**config.mk**
```make
export PLATFORM = sky130hd
export DESIGN_NAME = ptr_routing
export DESIGN_NICKNAME = d
export VERILOG_FILES = /design/src/include/ptr_pkg.sv /design/src/hdl/ptr_source_mux.sv /design/src/hdl/ptr_routing.sv
export SDC_FILE = /design/constraint.sdc
export NUM_CORES = 1
export LEC_CHECK = 0
export BUFFER_PORTS_ARGS = -buffer_cell sky130_fd_sc_hd__clkbuf_2
export CAP_MARGIN = 10
export CORE_ASPECT_RATIO = 1.2
export CORE_UTILIZATION = 46
export CTS_CLUSTER_SIZE = 10
export DETAILED_ROUTE_END_ITERATION = 16
export PLACE_DENSITY = 0.93
export RECOVER_POWER = 100
export SETUP_SLACK_MARGIN = 0.5
export SLEW_MARGIN = 20
export SYNTH_ARGS = -nofsm -noshare
export SYNTH_HDL_FRONTEND = slang
export SYNTH_SLANG_ARGS = --single-unit
```
**constraint.sdc**
```tcl
create_clock -name sys_clk -period 1 [get_ports sys_clk]
set_clock_uncertainty 0.2 [all_clocks]
set_input_delay 0.05 -clock sys_clk [delete_from_list [all_inputs] [get_ports sys_clk]]
set_output_delay 0.05 -clock sys_clk [all_outputs]
set_load 0.01 [all_outputs]
```
**src/include/ptr_pkg.sv**
```systemverilog
// Package with constants and types for the peripheral trigger routing fabric
package ptr_pkg;
   // Width of every trigger source select field
   localparam int SEL_W = 4;
   // Trigger source codes for timer and flexible-IO trigger select fields
   localparam logic [3:0] SRC_EXT_PIN = 4'h0;
   localparam logic [3:0] SRC_COMPARATOR = 4'h1;
   localparam logic [3:0] SRC_PIT_FLAG0 = 4'h4;
   localparam logic [3:0] SRC_PIT_FLAG1 = 4'h5;
   localparam logic [3:0] SRC_TIMER0_OVF = 4'h8;
   localparam logic [3:0] SRC_TIMER1_OVF = 4'h9;
   localparam logic [3:0] SRC_TIMER2_OVF = 4'hA;
   localparam logic [3:0] SRC_RTC_ALARM = 4'hC;
   localparam logic [3:0] SRC_RTC_SECONDS = 4'hD;
   localparam logic [3:0] SRC_LP_TIMER = 4'hE;
   // Converter trigger source codes, same encoding as above
   localparam logic [3:0] CONV_SRC_RESET = 4'h0;
   // Reset values of routed outputs
   localparam logic TRIG_RESET = 1'b0;
   localparam logic UART_IDLE = 1'b1;
   // Least spacing of converter triggers in stop modes, far side must honour it
   localparam int DUAL_TRIG_GAP_US = 10;
   localparam int CLK_MHZ = 100;
   localparam int DUAL_TRIG_GAP_CYC = DUAL_TRIG_GAP_US * CLK_MHZ;
   // Modulation source choices
   typedef enum logic {ptr_mod_timer1_type_val, ptr_mod_timer2_type_val} ptr_mod_src_type;
endpackage : ptr_pkg

```
**src/hdl/ptr_source_mux.sv**
```systemverilog
// Registered 4-bit trigger source selector shared by all trigger inputs
module ptr_source_mux (
   // Clock and reset
   input wire logic sys_clk,
   input wire logic rst_n,
   // Source choice
   input wire logic [3:0] select,
   // Candidate sources
   input wire logic ext_pin,
   input wire logic comparator,
   input wire logic pit_flag0,
   input wire logic pit_flag1,
   input wire logic [2:0] timer_ovf,
   input wire logic rtc_alarm,
   input wire logic rtc_seconds,
   input wire logic lp_timer,
   // Chosen trigger
   output logic trigger
);
   logic trig_reg;
   logic trig_next;

   // Decode the select field; unused codes give a quiet trigger
   always_comb begin
      case (select)
         ptr_pkg::SRC_EXT_PIN: trig_next = ext_pin;
         ptr_pkg::SRC_COMPARATOR: trig_next = comparator;
         ptr_pkg::SRC_PIT_FLAG0: trig_next = pit_flag0;
         ptr_pkg::SRC_PIT_FLAG1: trig_next = pit_flag1;
         ptr_pkg::SRC_TIMER0_OVF: trig_next = timer_ovf[0];
         ptr_pkg::SRC_TIMER1_OVF: trig_next = timer_ovf[1];
         ptr_pkg::SRC_TIMER2_OVF: trig_next = timer_ovf[2];
         ptr_pkg::SRC_RTC_ALARM: trig_next = rtc_alarm;
         ptr_pkg::SRC_RTC_SECONDS: trig_next = rtc_seconds;
         ptr_pkg::SRC_LP_TIMER: trig_next = lp_timer;
         default: trig_next = ptr_pkg::TRIG_RESET;
      endcase
   end

   // Register so the routed trigger comes straight from a flip-flop
   always_ff @(posedge sys_clk or negedge rst_n) begin
      if (!rst_n) begin
         trig_reg <= ptr_pkg::TRIG_RESET;
      end else begin
         trig_reg <= trig_next;
      end
   end

   assign trigger = trig_reg;
endmodule : ptr_source_mux

```
**src/hdl/ptr_routing.sv**
```systemverilog
// Top of the peripheral trigger routing fabric
// Function
// - Alternate enable low: timer1 channel 0 to trigger A, channel 1 to B.
// - Low-power timer trigger goes to comparators for periodic low-power sampling.
// - Comparator feeds chosen UART receive; timer channel 0 modulates UART transmit.
// - Timeout flag 0 to DMA channel 0, flag 1 to channel 1, each enabled.
module ptr_routing #(
   parameter int NUM_TIMERS = 3,
   parameter int NUM_FLEX_TRIG = 4
) (
   // Clock and reset
   input wire logic sys_clk,
   input wire logic rst_n,
   // Event sources
   input wire logic [2:0] counter_overflow_flag,
   input wire logic channel_zero_event_flag,
   input wire logic channel_one_event_flag,
   input wire logic periodic_timeout_flag_zero,
   input wire logic periodic_timeout_flag_one,
   input wire logic rtc_alarm_event,
   input wire logic rtc_seconds_event,
   input wire logic external_trigger_pin,
   input wire logic comparator_result_output,
   input wire logic low_power_trigger,
   // Timer channel 0 outputs used for infrared modulation
   input wire logic timer1_ch0_output,
   input wire logic timer2_ch0_output,
   // UART pins facing the outside
   input wire logic uart0_rx_pin,
   input wire logic uart1_rx_pin,
   input wire logic uart0_tx_raw,
   input wire logic uart1_tx_raw,
   // Converter trigger configuration
   input wire logic converter_alternate_trigger_enable,
   input wire logic [3:0] converter_trigger_source_select,
   input wire logic converter_pretrigger_ab_select,
   // Timer and flexible-IO trigger configuration
   input wire logic [NUM_TIMERS*4-1:0] trigger_source_field,
   input wire logic [NUM_FLEX_TRIG*4-1:0] flex_trigger_source_field,
   // Capture, UART and DMA configuration
   input wire logic timer1_capture_source_select,
   input wire logic timer2_capture_source_select,
   input wire logic uart0_receive_source_select,
   input wire logic uart1_receive_source_select,
   input wire logic uart0_transmit_modulation_select,
   input wire logic uart1_transmit_modulation_select,
   input wire logic [1:0] dma_request_enable,
   // Converter triggers
   output logic converter_trigger_a,
   output logic converter_trigger_b,
   // Comparator start trigger
   output logic comparator_start_trigger,
   // Timer trigger and capture inputs
   output logic [NUM_TIMERS-1:0] timer_trigger_input,
   output logic timer1_capture_input,
   output logic timer2_capture_input,
   // Flexible-IO trigger inputs
   output logic [NUM_FLEX_TRIG-1:0] flex_trigger_input,
   // UART paths
   output logic uart0_rx_routed,
   output logic uart1_rx_routed,
   output logic uart0_tx_pin,
   output logic uart1_tx_pin,
   // DMA hardware requests
   output logic [1:0] dma_hw_request
);
   // Parameter sanity: the timer overflow set is fixed at three
   if (NUM_TIMERS != 3) begin : g_bad_timers
      $error("NUM_TIMERS must be 3");
   end
   if (NUM_FLEX_TRIG < 1) begin : g_bad_flex
      $error("NUM_FLEX_TRIG must be at least 1");
   end

   // Shared decode of a 4-bit source code, used for the converter path
   function automatic logic pick_source(input logic [3:0] sel);
      case (sel)
         ptr_pkg::SRC_EXT_PIN: pick_source = external_trigger_pin;
         ptr_pkg::SRC_COMPARATOR: pick_source = comparator_result_output;
         ptr_pkg::SRC_PIT_FLAG0: pick_source = periodic_timeout_flag_zero;
         ptr_pkg::SRC_PIT_FLAG1: pick_source = periodic_timeout_flag_one;
         ptr_pkg::SRC_TIMER0_OVF: pick_source = counter_overflow_flag[0];
         ptr_pkg::SRC_TIMER1_OVF: pick_source = counter_overflow_flag[1];
         ptr_pkg::SRC_TIMER2_OVF: pick_source = counter_overflow_flag[2];
         ptr_pkg::SRC_RTC_ALARM: pick_source = rtc_alarm_event;
         ptr_pkg::SRC_RTC_SECONDS: pick_source = rtc_seconds_event;
         ptr_pkg::SRC_LP_TIMER: pick_source = low_power_trigger;
         default: pick_source = ptr_pkg::TRIG_RESET;
      endcase
   endfunction : pick_source

   // Timer trigger selectors; a timeout-flag source needs a fast timer clock
   for (genvar t = 0; t < NUM_TIMERS; t++) begin : g_timer_trig
      ptr_source_mux u_mux (
         .sys_clk(sys_clk),
         .rst_n(rst_n),
         .select(trigger_source_field[t*4 +: 4]),
         .ext_pin(external_trigger_pin),
         .comparator(comparator_result_output),
         .pit_flag0(periodic_timeout_flag_zero),
         .pit_flag1(periodic_timeout_flag_one),
         .timer_ovf(counter_overflow_flag),
         .rtc_alarm(rtc_alarm_event),
         .rtc_seconds(rtc_seconds_event),
         .lp_timer(low_power_trigger),
         .trigger(timer_trigger_input[t])
      );
   end

   // Flexible-IO trigger selectors; the one-cycle flags need a fast IO clock
   for (genvar f = 0; f < NUM_FLEX_TRIG; f++) begin : g_flex_trig
      ptr_source_mux u_mux (
         .sys_clk(sys_clk),
         .rst_n(rst_n),
         .select(flex_trigger_source_field[f*4 +: 4]),
         .ext_pin(external_trigger_pin),
         .comparator(comparator_result_output),
         .pit_flag0(periodic_timeout_flag_zero),
         .pit_flag1(periodic_timeout_flag_one),
         .timer_ovf(counter_overflow_flag),
         .rtc_alarm(rtc_alarm_event),
         .rtc_seconds(rtc_seconds_event),
         .lp_timer(low_power_trigger),
         .trigger(flex_trigger_input[f])
      );
   end

   // Registered state for the fixed routes
   logic conv_a_reg, conv_a_next;
   logic conv_b_reg, conv_b_next;
   logic cmp_start_reg, cmp_start_next;
   logic cap1_reg, cap1_next;
   logic cap2_reg, cap2_next;
   logic rx0_reg, rx0_next;
   logic rx1_reg, rx1_next;
   logic tx0_reg, tx0_next;
   logic tx1_reg, tx1_next;
   logic [1:0] dma_reg, dma_next;
   logic conv_sel;

   // Next values of all fixed routes
   always_comb begin
      conv_sel = pick_source(converter_trigger_source_select);
      if (!converter_alternate_trigger_enable) begin
         // Dual-channel mode: stop-mode spacing is the far side's duty
         conv_a_next = channel_zero_event_flag;
         conv_b_next = channel_one_event_flag;
      end else begin
         // One source steered to A or B by the pretrigger select
         conv_a_next = conv_sel & ~converter_pretrigger_ab_select;
         conv_b_next = conv_sel & converter_pretrigger_ab_select;
      end
      cmp_start_next = low_power_trigger;
      cap1_next = timer1_capture_source_select ? comparator_result_output :
                                                 channel_zero_event_flag;
      cap2_next = timer2_capture_source_select ? comparator_result_output :
                                                 channel_zero_event_flag;
      rx0_next = uart0_receive_source_select ? comparator_result_output : uart0_rx_pin;
      rx1_next = uart1_receive_source_select ? comparator_result_output : uart1_rx_pin;
      // Modulation gates transmit low only while the chosen carrier is high
      tx0_next = uart0_tx_raw & ~(uart0_transmit_modulation_select ?
                                  timer2_ch0_output : timer1_ch0_output);
      tx1_next = uart1_tx_raw & ~(uart1_transmit_modulation_select ?
                                  timer2_ch0_output : timer1_ch0_output);
      dma_next = dma_request_enable &
                 {periodic_timeout_flag_one, periodic_timeout_flag_zero};
   end

   // One register stage keeps every output glitch free at one cycle of latency
   always_ff @(posedge sys_clk or negedge rst_n) begin
      if (!rst_n) begin
         conv_a_reg <= ptr_pkg::TRIG_RESET;
         conv_b_reg <= ptr_pkg::TRIG_RESET;
         cmp_start_reg <= ptr_pkg::TRIG_RESET;
         cap1_reg <= ptr_pkg::TRIG_RESET;
         cap2_reg <= ptr_pkg::TRIG_RESET;
         rx0_reg <= ptr_pkg::UART_IDLE;
         rx1_reg <= ptr_pkg::UART_IDLE;
         tx0_reg <= ptr_pkg::UART_IDLE;
         tx1_reg <= ptr_pkg::UART_IDLE;
         dma_reg <= 2'h0;
      end else begin
         conv_a_reg <= conv_a_next;
         conv_b_reg <= conv_b_next;
         cmp_start_reg <= cmp_start_next;
         cap1_reg <= cap1_next;
         cap2_reg <= cap2_next;
         rx0_reg <= rx0_next;
         rx1_reg <= rx1_next;
         tx0_reg <= tx0_next;
         tx1_reg <= tx1_next;
         dma_reg <= dma_next;
      end
   end

   assign converter_trigger_a = conv_a_reg;
   assign converter_trigger_b = conv_b_reg;
   assign comparator_start_trigger = cmp_start_reg;
   assign timer1_capture_input = cap1_reg;
   assign timer2_capture_input = cap2_reg;
   assign uart0_rx_routed = rx0_reg;
   assign uart1_rx_routed = rx1_reg;
   assign uart0_tx_pin = tx0_reg;
   assign uart1_tx_pin = tx1_reg;
   assign dma_hw_request = dma_reg;
endmodule : ptr_routing

```
==> results of run 1 <==
## how the worst min path moves through the flow
stage / startpoint / to / cells past startpoint
floorplan: rst_n / comparator_start_trigger$_DFF_PN0_ / 0
global placement: rst_n / converter_trigger_a$_DFF_PN0_ / 1
detailed placement: rst_n / timer2_capture_input$_DFF_PN0_ / 1
CTS: rst_n / timer2_capture_input$_DFF_PN0_ / 1
global route: uart0_tx_raw / uart0_tx_pin$_DFF_PN1_ / 2
finish: rst_n / g_flex_trig[2].u_mux.trigger$_DFF_PN0_ / 1
## through the flow
| stage | cell area, sq um | TNS (ps) | instances | hold WS (ps) | worst slack [ps] |
|---|---|---|---|---|---|
| floorplan | 1440 | -1120 | 131 | -446 | -339 |
| global placement | 1930 | -2780 | 253 | -193 | -487 |
| detailed placement | 1930 | -2970 | 253 | -174 | -520 |
| CTS | 2020 | -1870 | 258 | -501 | -199 |
| global route | 2040 | -2760 | 260 | -243 | -213 |
| finish | 2040 | -1910 | 260 | -322 | -188 |
## flip-flops by register name (all words and copies together) (netlist names)
name,count
g_flex_trig.u_mux.trigger,4
g_timer_trig.u_mux.trigger,3
dma_hw_request,2
comparator_start_trigger,1
converter_trigger_a,1
converter_trigger_b,1
timer1_capture_input,1
timer2_capture_input,1
uart0_rx_routed,1
uart0_tx_pin,1
uart1_rx_routed,1
uart1_tx_pin,1
## critical path, cell delays in order
cell	delay, ps
sky130_fd_sc_hd__buf_8	100
sky130_fd_sc_hd__mux4_2	470
sky130_fd_sc_hd__nor4b_4	150
sky130_fd_sc_hd__a41o_1	220
sky130_fd_sc_hd__a22o_1	190
## metal layers
| metal | vias to the layer above | track usage [%] | routed length [um] |
|---|---|---|---|
| met5 | - | 0 | 0 |
| met4 | 0 | 13.9 | 127 |
| met3 | 15 | 3.89 | 395 |
| met2 | 115 | 50.4 | 2240 |
| met1 | 749 | 31.4 | 1540 |
| li1 | 690 | - | - |
## power breakdown
group | switching [mW] | internal (mW)
clock network | 0.253 | 0.222
logic | 0.331 | 0.387
registers | 0.0190 | 0.795
total | 0.603 | 1.40
## cell families after synthesis
family                 share of synthesized area (%)
flip-flops                                      33.2
buffers and inverters                           7.12
AO/OA/AOI/OAI                                   15.1
multiplexers                                    28.8
AND/OR/NAND/NOR                                 15.8
## area by class of cell
type                            count  area share (%)
Multi-Input combinational cell     94            40.5
Timing Repair Buffer              104            32.2
Sequential cell                    18            22.4
Tap cell                           34            2.09
Clock buffer                        4            1.78
Inverter                            6            1.11
## what timing repair did
action                                 in CTS  in global routing
pin swaps                                   1                  2
setup endpoints to repair                  31                 29
gates cloned                                1                  0
gates resized for setup                    10                 18
endpoints found under the hold margin      36                 36
buffers inserted                            0                  2
## cells in the final DEF, fill, tap and decap left out, types with 2 or more instances in the layout
cell | Yosys | final
sky130_fd_sc_hd__a22o_1 | 2 | 2
sky130_fd_sc_hd__a32o_1 | 2 | 2
sky130_fd_sc_hd__and2_0 | 0 | 3
sky130_fd_sc_hd__buf_4 | 7 | 18
sky130_fd_sc_hd__buf_6 | 0 | 9
sky130_fd_sc_hd__buf_8 | 0 | 4
sky130_fd_sc_hd__clkbuf_1 | 5 | 5
sky130_fd_sc_hd__clkbuf_2 | 0 | 67
sky130_fd_sc_hd__clkbuf_4 | 0 | 3
sky130_fd_sc_hd__dfrtp_1 | 14 | 14
sky130_fd_sc_hd__dfstp_2 | 4 | 4
sky130_fd_sc_hd__inv_1 | 6 | 6
sky130_fd_sc_hd__mux2_1 | 0 | 3
sky130_fd_sc_hd__mux2i_1 | 17 | 17
sky130_fd_sc_hd__mux4_2 | 8 | 8
sky130_fd_sc_hd__nand2_1 | 12 | 11
sky130_fd_sc_hd__nand3b_1 | 11 | 11
sky130_fd_sc_hd__nor2_1 | 8 | 8
sky130_fd_sc_hd__o211ai_1 | 14 | 14
sky130_fd_sc_hd__o21ai_0 | 4 | 4
==> metrics.yaml, run 1 <==
run_status: "complete, but fails checks"
violated_checks: "hold timing, setup timing"
clock_sink_count: 18
whs_ps: -322
yosysMostFrequentCell: "sky130_fd_sc_hd__mux2i_1"
synth-edff-count: 0
setup.worst_path.class: "input port to register"
remaining_drc_errors: 0
insertedDiodeCount: 0
grt-ovfl-total: 0
synth-async-reset-ratio_pct: 100
critPathCapture: "converter_trigger_b$_DFF_PN0_"
cp-start-kind: "input port"
worst_ep_arrival_time_ps: 1190
drt.antenna.violating_nets: 0
max_freq_mhz: 842
multiInputGateArea_sq_um: 825
chipWidth_um: 51.8
first_global_vias: 1480
syn-mean-instance-area_sq_um: 10.5
detail_route.wl_per_cell_um: 16.5
final.fill_count: 191
worst_setup_path_startpoint: "periodic_timeout_flag_one"
layout_setup_ws_ps: -188
top_level_ports: 80
final_period_minus_worst_setup_slack_ps: 1190
antenna_found_initial: 0
drt_iter0_markers: 56
worst-slew-pin-transition_ps: 994
synth.ff_latch_count: 18
wire_length_of_the_first_global_routing_pass_um: 6480
drt_pre_antenna_iters: 4
ys_dominant_reg_cell: "sky130_fd_sc_hd__dfrtp_1"
grtUsageTotal_pct: 27.6
synth_fp_nets: 193
yosys-top-cells-count: "17 x sky130_fd_sc_hd__mux2i_1, 14 x sky130_fd_sc_hd__dfrtp_1, 14 x sky130_fd_sc_hd__o211ai_1"
p_leak_nw: 1.04
die_h_um: 61.8
total_number_of_nets_in_the_final_design: 289
numPortBuffers: 79
hold_path_class: "input port to asynchronous set/reset pin"
synthesis.instances: 131
setup.worst_path.end_class: "register"
ys_warn_count: 0
clkTransAtPathRegs_ps: 120
synth_top_area_cell: "sky130_fd_sc_hd__dfrtp_1"
max_cap_violations: 0
routed_via_density: 6.03
cts_tree: "yes"
layout-drive-gt1-share_pct: 52.2
final_core_utilization_pct: 72.5
final-hold-violation-count: 32
worst_slew_margin_rel_pct: 33.7
timing.final.setup_violations: 22
initial_utilization_pct: 48.8
critical_path_peak_fanout: 3
pwr_density_cell_mw_per_mm2: 985
top_cell_type_s_share_of_synthesized_area_pct: 25.5
worst_ep_required_time_ps: 1000
die_area_sq_mm: 0.00320
power.total_mw: 2.01
syn_to_final_growth_pct: 48.5
totalWireLength_um: 4300
floorplan.core_area_sq_mm: 0.00281
grt_start_max_net_pins: 19
ys_top_cells_by_area: "sky130_fd_sc_hd__dfrtp_1 26%, sky130_fd_sc_hd__mux4_2 13%, sky130_fd_sc_hd__mux2i_1 12%, sky130_fd_sc_hd__dfstp_2 7.7%, sky130_fd_sc_hd__o211ai_1 7.7%"
inserted_clock_buffers: 3
peakVddDrop_uv: 718
rows: 21
seq_area_sq_um: 455
clock_tree.root_cell: "sky130_fd_sc_hd__clkbuf_4"
layout_worst_path_cycle_share_pct: 119
ys_types: 25
dp.final_hpwl_um: 3090
grt_setup_unrepaired: "true"
num_vias: 1569
synth_seq_area_share_pct: 33.2
netlist_area_sq_mm: 0.00137
maximum_level_of_the_cts_h_tree: 1
gp_congestion: 0.866
cts_max_path_buffers: 2
drv_slew: 0
Note: power is estimated with default switching activity, not from simulation.
==> inputs of run 2 (changes only) <==
- RECOVER_POWER: 100 -> unset
==> metrics.yaml, run 2 (same netlist as run 1, synthesis figures left out) <==
inserted_clock_buffers: 3
layout-drive-gt1-share_pct: 55.8
pwr_density_cell_mw_per_mm2: 972
share_clk_of_total_power_pct: 23.2
final_core_utilization_pct: 74.1
drv_slew: 0
power_frac_comb_pct: 36.6
max_cap_violations: 0
peakVddDrop_uv: 703
setup.worst_path.class: "register to output port"
global_route.peak_usage_layer: "met2"
drt_pre_antenna_iters: 4
top_level_ports: 80
dp.final_hpwl_um: 3090
grt_start_max_net_pins: 19
internal-power_mw: 1.43
cp-start-kind: "register"
placedCellCount: 253
met2_usage_pct: 50.4
final_period_minus_worst_setup_slack_ps: 1190
p_switching_mw: 0.598
floorplan.core_area_sq_mm: 0.00281
switching_share_pct: 29.5
first_global_vias: 1480
critical_path_peak_fanout: 1
die_area_sq_mm: 0.00320
grt-ovfl-total: 0
remaining_drc_errors: 0
drt.antenna.violating_nets: 0
numPortBuffers: 79
layout.cells.most_common: "sky130_fd_sc_hd__clkbuf_2"
drt_iter0_markers: 60
power_frac_seq_pct: 40.2
detail_route.wl_per_cell_um: 16.3
totalWireLength_um: 4240
mostFrequentLayoutCells: "69 x sky130_fd_sc_hd__clkbuf_2, 18 x sky130_fd_sc_hd__buf_4, 17 x sky130_fd_sc_hd__mux2i_1"
cts_max_path_buffers: 2
chipWidth_um: 51.8
worst_slew_margin_rel_pct: 69.8
total_number_of_nets_in_the_final_design: 289
worst_ep_required_time_ps: 750
routed_via_density: 6.00
grt_setup_unrepaired: "true"
global_route.usage.met1_pct: 31.4
initial_utilization_pct: 48.8
violated_checks: "hold timing, setup timing"
maximum_level_of_the_cts_h_tree: 1
worst_setup_path_startpoint: "uart1_tx_pin$_DFF_PN1_"
timing.critical_path.cells: "buf_6"
timing.final.setup_violations: 21
layout_setup_ws_ps: -185
worstPathBufferInverterCount: 1
grtUsageTotal_pct: 27.6
antenna_found_initial: 0
largest_register_ffs: 4
p_leak_nw: 1.08
critPathCapture: "uart1_tx_pin"
gr_met3_demand_resource_pct: 3.89
whs_ps: -531
cts_tree: "yes"
syn_to_final_growth_pct: 51.8
die_h_um: 61.8
gp_congestion: 0.866
dpl_cell_area_sq_mm: 0.00193
critical-path-max-stage-delay_ps: 540
clock_tree.root_cell: "sky130_fd_sc_hd__clkbuf_4"
num_vias: 1561
clock_sink_count: 18
run_status: "complete, but fails checks"
setup.worst_path.end_class: "output port"
max_freq_mhz: 844
final-hold-violation-count: 36
hold_path_class: "input port to asynchronous set/reset pin"
final_cells: 260
crit_cells: 1
power.total_mw: 2.02
worst_path_max_delay_cell: "sky130_fd_sc_hd__dfstp_2"
worst_ep_arrival_time_ps: 940
finish.instance_area_sq_mm: 0.00208
wire_length_of_the_first_global_routing_pass_um: 6480
worst-slew-pin-transition_ps: 453
rows: 21
crit_family: "flip-flops"
insertedDiodeCount: 0
clkTransAtPathRegs_ps: 110
layout_worst_path_cycle_share_pct: 119
-- run 2: changes by cell type in the layout (fill, tap and decap cells not counted) --
cell	previous run	this run
sky130_fd_sc_hd__and2_0	3	0
sky130_fd_sc_hd__and2_1	1	4
sky130_fd_sc_hd__buf_12	0	1
sky130_fd_sc_hd__buf_6	9	11
sky130_fd_sc_hd__clkbuf_1	5	0
sky130_fd_sc_hd__clkbuf_2	67	69
sky130_fd_sc_hd__mux2_1	3	0
sky130_fd_sc_hd__mux2_4	1	4
-- run 2: what timing repair did --
action,in CTS,in global routing
endpoints found under the hold margin,36,36
pin swaps,1,2
resized for setup,10,18
buffers inserted,0,2
endpoints found under the setup margin,31,29
cloned,1,0
-- run 2: cell type report --
cell class	instances	area (sq um)
sequential	18	455
multi-input combinational	94	836
fill	182	729
tap	34	42.5
timing repair buffer	104	689
inverter	6	22.5
clock buffer	4	36.3
-- run 2: power by group through the flow --
stage               clock network, mW  registers (mW)  logic, mW
CTS                             0.470           0.811      0.698
floorplan                           0           0.846      0.348
detailed placement                  0           0.825      0.671
global placement                    0           0.821      0.652
global route                    0.506           0.818      0.800
finish                          0.469           0.814      0.742
-- run 2: per-stage QoR --
stage	TNS (ps)	setup WS (ps)	hold WS (ps)
3_3_place_gp	-2780	-487	-193
5_1_grt	-2410	-213	-488
6_report	-1850	-185	-531
4_1_cts	-1870	-199	-501
2_1_floorplan	-1120	-339	-446
3_5_place_dp	-2970	-520	-174
-- run 2: worst min path at each step --
stage / depth (start not counted) / slack, ps / to
after CTS: 1 / -500 / timer2_capture_input$_DFF_PN0_
final: 1 / -530 / timer2_capture_input$_DFF_PN0_
after floorplan: 0 / -450 / comparator_start_trigger$_DFF_PN0_
after global placement: 1 / -190 / converter_trigger_a$_DFF_PN0_
after detailed placement: 1 / -170 / timer2_capture_input$_DFF_PN0_
after global routing: 1 / -490 / timer1_capture_input$_DFF_PN0_
-- run 2: routing by layer --
layer	wire length, um	vias to the layer above
li1	-	690
met1	1540	735
met2	2150	113
met3	355	23
met4	191	0
met5	0	-
==> inputs of run 3 (changes only) <==
- CORE_UTILIZATION: 46 -> 47
- PLACE_DENSITY: 0.93 -> 0.94
- SLEW_MARGIN: 20 -> unset
==> metrics.yaml, run 3 (same netlist as run 1, synthesis figures left out) <==
run_status: "complete, but fails checks"
violated_checks: "hold timing, setup timing"
layout_setup_ws_ps: -215
num_vias: 1725
max_cap_violations: 0
dp.final_hpwl_um: 3570
drt_iter0_markers: 90
grtUsageTotal_pct: 35.7
syn_to_final_growth_pct: 58.9
drt_pre_antenna_iters: 5
finish.instance_area_sq_mm: 0.00218
layout-drive-gt1-share_pct: 59.3
gp_congestion: 0.862
routed_via_density: 6.39
layout_worst_path_cycle_share_pct: 122
clkTransAtPathRegs_ps: 120
timing.critical_path.cells: "buf_6"
insertedDiodeCount: 0
dpl_cell_area_sq_mm: 0.00193
worstPathBufferInverterCount: 1
worst_slew_margin_rel_pct: 67.3
numPortBuffers: 79
clock_tree.root_cell: "sky130_fd_sc_hd__clkbuf_4"
rows: 21
final_period_minus_worst_setup_slack_ps: 1220
power.total_mw: 2.08
timing.final.setup_violations: 23
final.fill_count: 154
critical-path-max-stage-delay_ps: 550
grt_start_max_net_pins: 19
setup.worst_path.end_class: "output port"
remaining_drc_errors: 0
die_area_sq_mm: 0.00314
final-hold-violation-count: 36
chipWidth_um: 51.3
wire_length_of_the_first_global_routing_pass_um: 7780
floorplan.core_area_sq_mm: 0.00279
worst_ep_arrival_time_ps: 970
timing.setup.tns_ps: -2440
first_global_vias: 1680
die_h_um: 61.2
worst-slew-pin-transition_ps: 490
pwr_density_cell_mw_per_mm2: 956
inserted_clock_buffers: 3
total_number_of_nets_in_the_final_design: 299
p_leak_nw: 1.13
detail_route.wl_per_cell_um: 22.5
layout.cells.most_common: "sky130_fd_sc_hd__clkbuf_2"
peakVddDrop_uv: 758
hold_path_class: "input port to asynchronous set/reset pin"
antenna_found_initial: 0
drt.antenna.violating_nets: 0
clock_sink_count: 18
critical_path_peak_fanout: 1
max_freq_mhz: 823
mostFrequentLayoutCells: "65 x sky130_fd_sc_hd__clkbuf_2, 23 x sky130_fd_sc_hd__buf_4, 20 x sky130_fd_sc_hd__buf_6"
initial_utilization_pct: 49.2
worst_ep_required_time_ps: 750
totalWireLength_um: 6080
setup.worst_path.class: "register to output port"
grt-ovfl-total: 0
drv_slew: 0
maximum_level_of_the_cts_h_tree: 1
cts_tree: "yes"
top_level_ports: 80
cts_max_path_buffers: 2
crit_family: "flip-flops"
grt_setup_unrepaired: "true"
largest_register_ffs: 4
whs_ps: -546
worst_path_max_delay_cell: "sky130_fd_sc_hd__dfstp_2"
cp-start-kind: "register"
==> run 3: stage by stage <==
step / util [%] / cells / hold WS [ps] / setup slack (ps)
2_1_floorplan: - / 131 / -446 / -339
3_3_place_gp: 69.3 / 255 / -198 / -486
3_5_place_dp: 69.3 / 255 / -187 / -523
6_report: 78.3 / 270 / -546 / -215
4_1_cts: 73.5 / 264 / -514 / -201
5_1_grt: 78.3 / 270 / -546 / -251
==> run 3: area by class of cell <==
cell class,count,area [sq um],area share [%]
multi-input combinational,94,850,39.0
timing repair buffer,114,783,35.9
sequential,18,455,20.9
tap,34,42.5,1.95
clock buffer,4,26.3,1.21
inverter,6,22.5,1.03
==> run 3: where the power goes <==
part / leakage, nW / switching [mW] / total, mW / internal, mW
Clock: 0.0150 / 0.262 / 0.418 / 0.157
Sequential: 0.216 / 0.0265 / 0.822 / 0.795
Combinational: 0.894 / 0.397 / 0.843 / 0.446
Total: 1.13 / 0.685 / 2.08 / 1.40
==> run 3: worst max-delay path by stage <==
| stage | startpoint | end | slack [ps] | depth (start not counted) |
|---|---|---|---|---|
| after floorplan | converter_trigger_source_select[0] | converter_trigger_a$_DFF_PN0_ | -340 | 4 |
| after global placement | converter_trigger_source_select[0] | converter_trigger_b$_DFF_PN0_ | -490 | 5 |
| after detailed placement | converter_trigger_source_select[0] | converter_trigger_a$_DFF_PN0_ | -520 | 5 |
| after CTS | converter_trigger_source_select[0] | converter_trigger_a$_DFF_PN0_ | -200 | 5 |
| after global routing | uart0_rx_routed$_DFF_PN1_ | uart0_rx_routed | -250 | 1 |
| final | uart0_rx_routed$_DFF_PN1_ | uart0_rx_routed | -220 | 1 |
==> run 3: timing repair <==
item | in CTS | in global routing
pin swaps | 1 | 7
endpoints found under the setup margin | 31 | 32
cloned | 1 | 0
hold endpoints to repair | 36 | 36
gates resized for setup | 13 | 36
setup buffers | 4 | 6
==> run 3: metal layers <==
| layer | GRT usage [%] | vias up | routed length (um) |
|---|---|---|---|
| li1 | - | 701 | - |
| met1 | 37.5 | 802 | 2010 |
| met2 | 63.7 | 159 | 2860 |
| met3 | 8.40 | 63 | 664 |
| met4 | 24.7 | 0 | 534 |
| met5 | 0 | - | 0 |
